`src/include/sslr_defs.svh`:
```
/*
 Offsets, field positions, reset values and timing counts of the
 switch statistics, VLAN untag and storm limit register bank.
 Assumes byte addressing with one 32-bit word per register.
*/
// Overview of operation
// - With the gig-only arbiter bit (bit 9) set, memory slots go only to ports 5 and 6.
// - The ratio bit gives ports 5,6 versus 0-4 a slot share of 3:2 when clear, 4:1 when set.
// - A set bit of the seven-bit double-tag field lets that port's frames take an outer tag.
// - Port 5 double-tag and storm settings act only when the port 5 gigabit MAC is built in.
// - Ports 0-5 each have a read-only bad frame counter in bits 31:16, reset to zero.
// - Ports 0-5 each have a read-only good frame counter in bits 15:0, reset to zero.
// - Sixteen VLANs each hold a seven-bit untag port mask, four per register, reset zero.
// - A one-microsecond tick is made by counting the programmed number of core cycles.
// - Each port's storm field limits broadcast (bit 2), multicast (bit 1), unknown (bit 0).
// - At 100 Mbit/s at most the fast budget of limited frames pass in each 100 ms.
// - At 10 Mbit/s at most the slow budget of limited frames pass in each 1 s.
// - At 1000 Mbit/s at most the gig budget of limited frames pass in each 10 ms.
// - Ingress metered length adds the byte number when the sign bit is 0, subtracts if 1.
// - Egress metered length adds the byte number when the sign bit is 0, subtracts if 1.
// - Bucket refill period codes 0 to 3 mean 512, 128, 32 and 8 microseconds.
// - Each refill adds the token bytes to the bucket, capped at 65535 bytes.
`ifndef SSLR_DEFS_SVH
`define SSLR_DEFS_SVH
`define SSLR_GC2_OFS 32'h101100E4
`define SSLR_PC0_OFS 32'h101100E8
`define SSLR_PC1_OFS 32'h101100EC
`define SSLR_PC2_OFS 32'h101100F0
`define SSLR_PC3_OFS 32'h101100F4
`define SSLR_PC4_OFS 32'h101100F8
`define SSLR_PC5_OFS 32'h101100FC
`define SSLR_VLAN_UNTAG_MASK_0_3_OFS 32'h10110100
`define SSLR_VLAN_UNTAG_MASK_4_7_OFS 32'h10110104
`define SSLR_VLAN_UNTAG_MASK_8_11_OFS 32'h10110108
`define SSLR_VLAN_UNTAG_MASK_12_15_OFS 32'h1011010C
`define SSLR_CTRL_OFS 32'h10110110
`define SSLR_NUM1_OFS 32'h10110114
`define SSLR_NUM2_OFS 32'h10110118
`define SSLR_ING01_OFS 32'h1011011C
`define SSLR_GIGONLY_BIT 9
`define SSLR_RATIO_BIT 8
`define SSLR_CYC_LSB 24
`define SSLR_IGSIGN_BIT 31
`define SSLR_IGBYTES_LSB 24
`define SSLR_EGSIGN_BIT 23
`define SSLR_EGBYTES_LSB 16
`define SSLR_CTRL_RST 32'h7C000000
`define SSLR_NUM1_RST 32'hFFFFFFFF
`define SSLR_NUM2_RST 32'h1818FFFF
`define SSLR_CTRL_MASK 32'h7F777777
`define SSLR_ING_MASK 32'h7FFF7FFF
`define SSLR_WIN_SLOW_US 20'd1000000
`define SSLR_WIN_FAST_US 20'd100000
`define SSLR_WIN_GIG_US 20'd10000
`define SSLR_TICK0_US 10'd512
`define SSLR_TICK1_US 10'd128
`define SSLR_TICK2_US 10'd32
`define SSLR_TICK3_US 10'd8
`define SSLR_BUCKET_MAX 16'hFFFF
`endif

```
`src/include/sslr_pkg.sv`:
```
/*
 State types of the statistics and rate limit bank.
 Assumes sslr_defs.svh supplies the numbers.
*/
package sslr_pkg;
	typedef struct packed {
		logic [19:0] winUs;
		logic [15:0] count;
		logic drop;
	} sslr_storm_t;
	typedef struct packed {
		logic [9:0] usCnt;
		logic [15:0] level;
		logic empty;
	} sslr_bucket_t;
	typedef struct packed {
		logic gigOnly;
		logic ratioSel;
		logic [6:0] dblTag;
		logic [5:0][15:0] goodCnt;
		logic [5:0][15:0] badCnt;
		logic [3:0][27:0] vub;
		logic [31:0] ctrl;
		logic [31:0] num1;
		logic [31:0] num2;
		logic [31:0] ing01;
		logic [6:0] usCnt;
		logic usTick;
		logic [2:0] slot;
		logic [2:0] lanPtr;
		logic gigPtr;
		logic [6:0] grant;
		logic [6:0] dblTagOut;
		logic [6:0] untag;
		logic [15:0] ingAdj;
		logic ingAdjValid;
		logic [15:0] egAdj;
		logic egAdjValid;
		logic [31:0] rdata;
	} sslr_top_t;
endpackage

```
`src/rtl/sslr_bucket.sv`:
```
/*
 Ingress token bucket for one port.
 Assumes a one-cycle microsecond tick and adjusted frame lengths.
*/
`timescale 1ns/1ps
`include "sslr_defs.svh"
module sslr_bucket import sslr_pkg::*; (
	input wire logic clk, // core clock
	input wire logic ce, // clock enable
	input wire logic srst, // sync reset
	input wire logic usTick, // microsecond tick
	input wire logic [1:0] period, // refill period code
	input wire logic [9:0] tokens, // bytes per refill
	input wire logic frameValid, // frame taken from bucket
	input wire logic [15:0] frameLen, // metered length
	output logic empty // bucket at zero
);
	sslr_bucket_t st, nx;
	logic [9:0] perUs;
	logic refill;
	logic [16:0] sum;
	logic [15:0] lvl;
	always_comb begin
		nx = st;
		case (period)
			2'd0: perUs = `SSLR_TICK0_US;
			2'd1: perUs = `SSLR_TICK1_US;
			2'd2: perUs = `SSLR_TICK2_US;
			default: perUs = `SSLR_TICK3_US;
		endcase
		refill = usTick && (st.usCnt >= perUs - 10'h1);
		if (usTick)
			nx.usCnt = refill ? 10'h0 : st.usCnt + 10'h1;
		sum = {1'b0, st.level} + (refill ? {7'h0, tokens} : 17'h0);
		lvl = sum[16] ? `SSLR_BUCKET_MAX : sum[15:0];
		// Refill lands before the frame so a tick never hides a charge
		if (frameValid)
			lvl = (frameLen >= lvl) ? 16'h0000 : lvl - frameLen;
		nx.level = lvl;
		nx.empty = (lvl == 16'h0000);
		if (srst) begin
			nx.usCnt = 10'h0;
			nx.level = `SSLR_BUCKET_MAX;
			nx.empty = 1'b0;
		end
	end
	always_ff @(posedge clk) begin
		if (ce || srst)
			st <= nx;
	end
	assign empty = st.empty;
endmodule

```
`src/rtl/sslr_storm_port.sv`:
```
/*
 Per-port broadcast/multicast/unknown storm limiter.
 Assumes a one-cycle microsecond tick and one-cycle frame pulses.
*/
`timescale 1ns/1ps
`include "sslr_defs.svh"
module sslr_storm_port import sslr_pkg::*; #(
	parameter bit PRESENT = 1'b1
) (
	input wire logic clk, // core clock
	input wire logic ce, // clock enable
	input wire logic srst, // sync reset
	input wire logic usTick, // microsecond tick
	input wire logic [2:0] typeEn, // bc, mc, unknown enables
	input wire logic [1:0] speed, // 00 10M, 01 100M, 1x 1G
	input wire logic [15:0] budgetSlow, // frames per 1 s
	input wire logic [15:0] budgetFast, // frames per 100 ms
	input wire logic [15:0] budgetGig, // frames per 10 ms
	input wire logic frameBc, // broadcast frame pulse
	input wire logic frameMc, // multicast frame pulse
	input wire logic frameUn, // unknown frame pulse
	output logic drop // frame over budget
);
	sslr_storm_t st, nx;
	logic limited;
	logic winEnd;
	logic [19:0] winLen;
	logic [15:0] budget;
	logic [15:0] base;
	always_comb begin
		nx = st;
		limited = PRESENT && ((frameBc && typeEn[2]) || (frameMc && typeEn[1])
			|| (frameUn && typeEn[0]));
		case (speed)
			2'b00: begin
				winLen = `SSLR_WIN_SLOW_US;
				budget = budgetSlow;
			end
			2'b01: begin
				winLen = `SSLR_WIN_FAST_US;
				budget = budgetFast;
			end
			default: begin
				winLen = `SSLR_WIN_GIG_US;
				budget = budgetGig;
			end
		endcase
		winEnd = usTick && (st.winUs >= winLen - 20'h1);
		base = winEnd ? 16'h0000 : st.count;
		nx.drop = 1'b0;
		if (usTick)
			nx.winUs = winEnd ? 20'h0 : st.winUs + 20'h1;
		nx.count = base;
		if (limited) begin
			if (base >= budget)
				nx.drop = 1'b1;
			else
				nx.count = base + 16'h1;
		end
		if (srst)
			nx = '0;
	end
	always_ff @(posedge clk) begin
		if (ce || srst)
			st <= nx;
	end
	assign drop = st.drop;
endmodule

```
`src/rtl/sslr_top.sv`:
```
/*
 Switch statistics, VLAN untag, storm limit and length adjust bank.
 Assumes a plain register port with read data one cycle later and
 one-cycle event pulses from the port MACs and frame engine.
*/
`timescale 1ns/1ps
`include "sslr_defs.svh"
module sslr_top import sslr_pkg::*; #(
	parameter bit PORT5_PRESENT = 1'b1
) (
	input wire logic clk, // core clock, 25 MHz
	input wire logic ce, // clock enable
	input wire logic srst, // sync reset
	input wire logic [31:0] regAddr, // byte address
	input wire logic [31:0] regWdata, // write data
	input wire logic regWr, // write strobe
	input wire logic regRd, // read strobe
	output logic [31:0] regRdata, // read data, next cycle
	input wire logic [5:0] rxGood, // good frame pulses
	input wire logic [5:0] rxBad, // bad frame pulses
	input wire logic [11:0] portSpeed, // two bits per port
	input wire logic [5:0] frameBc, // broadcast pulses
	input wire logic [5:0] frameMc, // multicast pulses
	input wire logic [5:0] frameUn, // unknown pulses
	output logic [5:0] stormDrop, // drop verdicts
	input wire logic ingValid, // ingress frame pulse
	input wire logic [2:0] ingPort, // ingress port
	input wire logic [15:0] ingLen, // ingress length
	output logic [15:0] ingAdjLen, // adjusted ingress length
	output logic ingAdjValid, // adjusted length valid
	output logic [1:0] bucketEmpty, // ports 0,1 bucket empty
	input wire logic egValid, // egress frame pulse
	input wire logic [15:0] egLen, // egress length
	output logic [15:0] egAdjLen, // adjusted egress length
	output logic egAdjValid, // adjusted length valid
	input wire logic [3:0] vlanIdx, // VLAN entry lookup
	output logic [6:0] untagMask, // untag ports of entry
	output logic [6:0] doubleTagEn, // double tag per port
	output logic [6:0] arbGrant // memory slot owner
);
	sslr_top_t st, nx;
	logic [6:0] cycNum;
	logic [2:0] gigSlots;
	logic [15:0] ingComb;
	logic [6:0] portMask;

	generate
		if (PORT5_PRESENT !== 1'b0 && PORT5_PRESENT !== 1'b1) begin : g_chk
			$error("PORT5_PRESENT must be 0 or 1");
		end
	endgenerate

	function automatic logic [15:0] lenAdj(
		input logic [15:0] len,
		input logic sub,
		input logic [6:0] b
	);
		logic [16:0] s;
		s = sub ? ({1'b0, len} - {10'h0, b}) : ({1'b0, len} + {10'h0, b});
		// Saturate rather than wrap: a wrapped length would meter wildly
		if (s[16])
			lenAdj = sub ? 16'h0000 : 16'hFFFF;
		else
			lenAdj = s[15:0];
	endfunction

	assign portMask = PORT5_PRESENT ? 7'h7F : 7'h5F;

	always_comb begin
		nx = st;
		cycNum = st.ctrl[`SSLR_CYC_LSB +: 7];
		ingComb = lenAdj(ingLen, st.num2[`SSLR_IGSIGN_BIT],
			st.num2[`SSLR_IGBYTES_LSB +: 7]);

		// Microsecond time base; zero or one means every cycle
		nx.usTick = 1'b0;
		if ({1'b0, st.usCnt} + 8'h1 >= {1'b0, cycNum}) begin
			nx.usCnt = 7'h0;
			nx.usTick = 1'b1;
		end else begin
			nx.usCnt = st.usCnt + 7'h1;
		end

		// Five-slot arbiter frame
		if (st.gigOnly)
			gigSlots = 3'd5;
		else if (st.ratioSel)
			gigSlots = 3'd4;
		else
			gigSlots = 3'd3;
		nx.slot = (st.slot == 3'd4) ? 3'd0 : st.slot + 3'd1;
		nx.grant = 7'h00;
		if (st.slot < gigSlots) begin
			// Without the port 5 MAC every gig slot goes to port 6
			if (st.gigPtr && PORT5_PRESENT)
				nx.grant[5] = 1'b1;
			else
				nx.grant[6] = 1'b1;
			nx.gigPtr = !st.gigPtr;
		end else begin
			nx.grant[st.lanPtr] = 1'b1;
			nx.lanPtr = (st.lanPtr == 3'd4) ? 3'd0 : st.lanPtr + 3'd1;
		end

		// Frame counters wrap at their width
		for (int p = 0; p < 6; p++) begin
			if (rxGood[p])
				nx.goodCnt[p] = st.goodCnt[p] + 16'h1;
			if (rxBad[p])
				nx.badCnt[p] = st.badCnt[p] + 16'h1;
		end

		nx.dblTagOut = st.dblTag & portMask;
		nx.untag = st.vub[vlanIdx[3:2]][7 * vlanIdx[1:0] +: 7];

		nx.ingAdjValid = ingValid;
		if (ingValid)
			nx.ingAdj = ingComb;
		nx.egAdjValid = egValid;
		if (egValid)
			nx.egAdj = lenAdj(egLen, st.num2[`SSLR_EGSIGN_BIT],
				st.num2[`SSLR_EGBYTES_LSB +: 7]);

		if (regWr) begin
			case (regAddr)
				`SSLR_GC2_OFS: begin
					nx.gigOnly = regWdata[`SSLR_GIGONLY_BIT];
					nx.ratioSel = regWdata[`SSLR_RATIO_BIT];
					nx.dblTag = regWdata[6:0];
				end
				`SSLR_VLAN_UNTAG_MASK_0_3_OFS: nx.vub[0] = regWdata[27:0];
				`SSLR_VLAN_UNTAG_MASK_4_7_OFS: nx.vub[1] = regWdata[27:0];
				`SSLR_VLAN_UNTAG_MASK_8_11_OFS: nx.vub[2] = regWdata[27:0];
				`SSLR_VLAN_UNTAG_MASK_12_15_OFS: nx.vub[3] = regWdata[27:0];
				`SSLR_CTRL_OFS: nx.ctrl = regWdata & `SSLR_CTRL_MASK;
				`SSLR_NUM1_OFS: nx.num1 = regWdata;
				`SSLR_NUM2_OFS: nx.num2 = regWdata;
				`SSLR_ING01_OFS: nx.ing01 = regWdata & `SSLR_ING_MASK;
				default: begin
				end
			endcase
		end

		nx.rdata = 32'h00000000;
		if (regRd) begin
			case (regAddr)
				`SSLR_GC2_OFS: nx.rdata = {22'h0, st.gigOnly, st.ratioSel, 1'b0, st.dblTag};
				`SSLR_PC0_OFS: nx.rdata = {st.badCnt[0], st.goodCnt[0]};
				`SSLR_PC1_OFS: nx.rdata = {st.badCnt[1], st.goodCnt[1]};
				`SSLR_PC2_OFS: nx.rdata = {st.badCnt[2], st.goodCnt[2]};
				`SSLR_PC3_OFS: nx.rdata = {st.badCnt[3], st.goodCnt[3]};
				`SSLR_PC4_OFS: nx.rdata = {st.badCnt[4], st.goodCnt[4]};
				`SSLR_PC5_OFS: nx.rdata = {st.badCnt[5], st.goodCnt[5]};
				`SSLR_VLAN_UNTAG_MASK_0_3_OFS: nx.rdata = {4'h0, st.vub[0]};
				`SSLR_VLAN_UNTAG_MASK_4_7_OFS: nx.rdata = {4'h0, st.vub[1]};
				`SSLR_VLAN_UNTAG_MASK_8_11_OFS: nx.rdata = {4'h0, st.vub[2]};
				`SSLR_VLAN_UNTAG_MASK_12_15_OFS: nx.rdata = {4'h0, st.vub[3]};
				`SSLR_CTRL_OFS: nx.rdata = st.ctrl;
				`SSLR_NUM1_OFS: nx.rdata = st.num1;
				`SSLR_NUM2_OFS: nx.rdata = st.num2;
				`SSLR_ING01_OFS: nx.rdata = st.ing01;
				default: nx.rdata = 32'h00000000;
			endcase
		end

		if (srst) begin
			nx = '0;
			nx.ctrl = `SSLR_CTRL_RST;
			nx.num1 = `SSLR_NUM1_RST;
			nx.num2 = `SSLR_NUM2_RST;
		end
	end

	always_ff @(posedge clk) begin
		if (ce || srst)
			st <= nx;
	end

	assign regRdata = st.rdata;
	assign arbGrant = st.grant;
	assign doubleTagEn = st.dblTagOut;
	assign untagMask = st.untag;
	assign ingAdjLen = st.ingAdj;
	assign ingAdjValid = st.ingAdjValid;
	assign egAdjLen = st.egAdj;
	assign egAdjValid = st.egAdjValid;

	genvar gp;
	generate
		for (gp = 0; gp < 6; gp++) begin : g_storm
			sslr_storm_port #(
				.PRESENT((gp != 5) || PORT5_PRESENT)
			) u_storm (
				.clk(clk),
				.ce(ce),
				.srst(srst),
				.usTick(st.usTick),
				.typeEn(st.ctrl[4 * gp +: 3]),
				.speed(portSpeed[2 * gp +: 2]),
				.budgetSlow(st.num1[15:0]),
				.budgetFast(st.num1[31:16]),
				.budgetGig(st.num2[15:0]),
				.frameBc(frameBc[gp]),
				.frameMc(frameMc[gp]),
				.frameUn(frameUn[gp]),
				.drop(stormDrop[gp])
			);
		end
		for (gp = 0; gp < 2; gp++) begin : g_bucket
			sslr_bucket u_bucket (
				.clk(clk),
				.ce(ce),
				.srst(srst),
				.usTick(st.usTick),
				.period(st.ing01[16 * gp + 10 +: 2]),
				.tokens(st.ing01[16 * gp +: 10]),
				.frameValid(ingValid && ingPort == 3'(gp)),
				.frameLen(ingComb),
				.empty(bucketEmpty[gp])
			);
		end
	endgenerate
endmodule

```
`config.mk`:
```
export PLATFORM = sky130hd
export DESIGN_NAME = sslr_top
export DESIGN_NICKNAME = d
export VERILOG_FILES = /design/src/include/sslr_pkg.sv /design/src/rtl/sslr_bucket.sv /design/src/rtl/sslr_storm_port.sv /design/src/rtl/sslr_top.sv
export VERILOG_INCLUDE_DIRS = /design/src /design/src/include
export SDC_FILE = /design/constraint.sdc
export NUM_CORES = 2
export LEC_CHECK = 0
export ABC_AREA = 1
export BUFFER_PORTS_ARGS = -buffer_cell sky130_fd_sc_hd__buf_4
export CORE_MARGIN = 10
export CORE_UTILIZATION = 38
export CTS_BUF_LIST = sky130_fd_sc_hd__clkbuf_4 sky130_fd_sc_hd__clkbuf_8
export DETAILED_ROUTE_END_ITERATION = 8
export HOLD_SLACK_MARGIN = 0.08
export PLACE_DENSITY = 0.53
export SYNTH_ARGS = -nofsm -noshare
export SYNTH_HDL_FRONTEND = slang
export SYNTH_SLANG_ARGS = --single-unit
```
`constraint.sdc`:
```
create_clock -name clk -period 15.26 [get_ports clk]
set_input_delay 0.763 -clock clk [delete_from_list [all_inputs] [get_ports clk]]
set_output_delay 0.763 -clock clk [all_outputs]
set_load 0.05 [all_outputs]
```
==> results.md <==
- Syn Area/Cell: 8.50 sq um
- Slew margin rel.: 13.8%
- Slew @ Worst Pin: 1.29 ns
- Post-route cell area: 58400 sq um
- Skew final: 0.0495 ns
- Synth warn: 0
- Critical Path Source: st[112]
- Ranking of synthesized cells by area: edfxtp_1 (47%), ha_1 (7.6%), nand2_1 (7.1%)
- DRC errors left: 0
- Post_cts resized: 0
- Final Net Count: 6820
- Count leader, synth: nand2_1
- Wire length per cell: 22.0 um
- Fin. Hold Viols: 0
- Clock power frac: 31.8%
- Switch share: 35.1%
- Int Power: 4.38 mW
- Fmax: 0.129 GHz
- P_sw: 2.37 mW
- Hold Crit Start: regWdata[18]
- Distinct cell type count after synthesis: 68
- Min cycle time layout: 7.78 ns
- Hold_ws: 0.175 ns
- Top cell type's share of synthesized area: 46.6%
- Overflow after GRT: 0
- Setup_tns: 0 ns
- Row cnt: 135
- Skew-Pair Late Insertion Delay: 0.91 ns
- Max stage delay on crit path: 0.43 ns
- Ports: 247
- FILL cells: 13500
- Register share of total power: 42.6%
- Clock slew at reported path FFs: 0.06 ns
- Top cells by count, synth: nand2_1 (989), inv_1 (981), edfxtp_1 (810)
- Routed WL: 181000 um
- Final worst path period share: 51.0%
- CTS tree: done
- TritonCTS Buffers: 154
- Register area share after synthesis: 46.6%
- Initial antenna violation count: 13
- Final Core Density: 43.0%
- Ys async rst share: 0%
- Number of synthesized flops with an enable pin: 810
- Worst setup SP type: flip-flop
- Vias in the first global route: 42500
- Largest net degree at the start of global routing: 117
- Clk sinks: 810
- Vias per cell: 5.44
- CP max FO: 11
- # Post-CTS Setup Buffers: 0
- R2r startpoint: st[112]
- Global-route usage over all layers: 23.0%
- Die ar.: 153000 sq um
- Cts hold-fix bufs: 0
- Most frequent cell on the critical path: nand2_1
- PortBufs: 246
- RSZ-0062 raised after global routing: no
- Comb pwr share: 25.6%
- Routed vias: 44900
- Final Max Tran Viols: 0
- Slowest cell on the critical path: edfxtp_1
- # Max-Cap Violations: 0
- Dpl hpwl: 135000 um
- Routability cong.: 0.972
- Worst EP arrival: 8.40 ns
- Setup-failing EPs final: 0
- Outcome: completed
- Share of cells above drive strength 1: 10.0%
- Synthesized area: 52200 sq um
- Leading area contributor after synthesis: edfxtp_1
- TritonRoute pass-1 iters: 6
- Synthesis-to-finish area growth: 12.0%
- #FFs+latches synth: 810
- Maximum resistive drop on vdd: 0.0821 mV
- Die H: 391 um
- WP data required: 15.88 ns
- Critical Path Sink Type: flip-flop
- Die Span X: 391 um
- PwrDens: 116 nW/um^2
- Predominant post-synthesis flop cell: edfxtp_1
- Core Footprint: 136000 sq um
- H-Tree Depth: 4
- Leak: 24.7 nW
- Post-route ant nets: 0
- Post-Synthesis Cells: 6138
- First-pass GRT wire length: 267000 um
- Root buffer cell: clkbuf_8
- Placed Area: 55500 sq um
- Longest Clk Path Bufs: 3
- Crit path kind: reg -> reg
- Type of the worst min-delay path: in -> reg
- DR iter-0 viols: 4637
- Initial Util: 38.4%
-- state kept, by name (all words and copies together) (netlist names), 2 cells and up --
| register | flops |
|---|---|
| g_bucket.u_bucket.empty | 2 |
| egAdjLen | 16 |
| regRdata | 32 |
| g_storm.u_storm.drop | 6 |
| cycNum | 7 |
| untagMask | 7 |
| ingAdjLen | 16 |
| g_storm.u_storm.st | 216 |
| st | 440 |
| doubleTagEn | 7 |
| g_bucket.u_bucket.st | 52 |
| arbGrant | 7 |
-- path summary, 6_finish.rpt --
path	to	slack, ns	depth (start not counted)
max	g_bucket[0].u_bucket.empty	7.48	43
min	st[184]	0.18	3
max reg2reg	g_bucket[0].u_bucket.empty	7.48	43
min reg2reg	st[87]	0.57	1
-- layer usage --
layer  track usage, %  vias to the layer above  wire [um]
met4             8.84                       16       7110
met2             35.7                     1873      80000
met5                0                        -        126
met3             6.00                      376      16900
met1             30.5                    21100      77100
li1                 -                    21500          -
-- placed cells by master (no fill, tap or decap), types with 10 or more instances in the layout --
| master | count |
|---|---|
| nand2_1 | 988 |
| inv_1 | 980 |
| edfxtp_1 | 810 |
| nor2_1 | 690 |
| a21oi_1 | 461 |
| o21ai_0 | 326 |
| ha_1 | 317 |
| buf_4 | 294 |
| nand3_1 | 254 |
| nor3_1 | 231 |
| clkbuf_8 | 155 |
| o22ai_1 | 108 |
| o221ai_1 | 94 |
| xor2_1 | 80 |
| nand4_1 | 79 |
| a221oi_1 | 57 |
| clkbuf_4 | 51 |
| nor3b_1 | 43 |
| clkinv_1 | 40 |
| a31oi_1 | 39 |
| nor4_1 | 38 |
| xnor2_1 | 29 |
| or2_2 | 22 |
| o21a_1 | 22 |
| nor2_2 | 15 |
| clkinv_2 | 15 |
| conb_1 | 14 |
| nand2_2 | 13 |
| nand3b_1 | 12 |
| a2111oi_0 | 12 |
| nand3_2 | 10 |
-- final cells by class --
type	count	area, sq um	share of cell area, %
clock buffer	206	2520	4.31
multi-input combinational	4081	22900	39.2
clock inverter	65	435	0.745
sequential	810	24300	41.6
antenna	3	7.51	0.0128
timing repair buffer	298	2260	3.87
tap	1781	2230	3.81
inverter	1000	3770	6.45
-- through the flow --
step | std cells | power (mW) | setup WS [ns]
2_1_floorplan | 6150 | 4.12 | 8.95
3_3_place_gp | 7969 | 4.62 | 7.07
3_5_place_dp | 7969 | 4.63 | 6.99
4_1_cts | 8240 | 6.79 | 7.01
5_1_grt | 8244 | 7.14 | 6.72
6_report | 8244 | 6.76 | 7.48
-- critical path: cells and delay by family (launching register included) --
family / cells / cell delay (ns)
buffers and inverters: 3 / 0.67
and+or+nand+nor: 20 / 2.01
adders and majority gates: 5 / 1.54
DFF: 1 / 0.43
AOI/OAI and AO/OA: 15 / 2.85
-- power by group through the flow --
stage	logic, mW	clock network [mW]	registers, mW
2_1_floorplan	1.27	0	2.85
4_1_cts	1.73	2.19	2.87
6_report	1.73	2.15	2.88
5_1_grt	1.95	2.28	2.90
3_3_place_gp	1.71	0	2.91
3_5_place_dp	1.72	0	2.92
-- kinds of logic after synthesis --
kind of cell | count (synthesis) | share of synthesized area, %
and+or+nand+nor | 2421 | 20.2
buffers and inverters | 1259 | 9.79
AOI/OAI and AO/OA | 1214 | 13.7
DFF | 810 | 46.6
adders and majority gates | 323 | 7.83
xor gates and xnor gates | 109 | 1.83
other | 2 | 0.0144
Note: power is estimated with default switching activity, not from simulation.
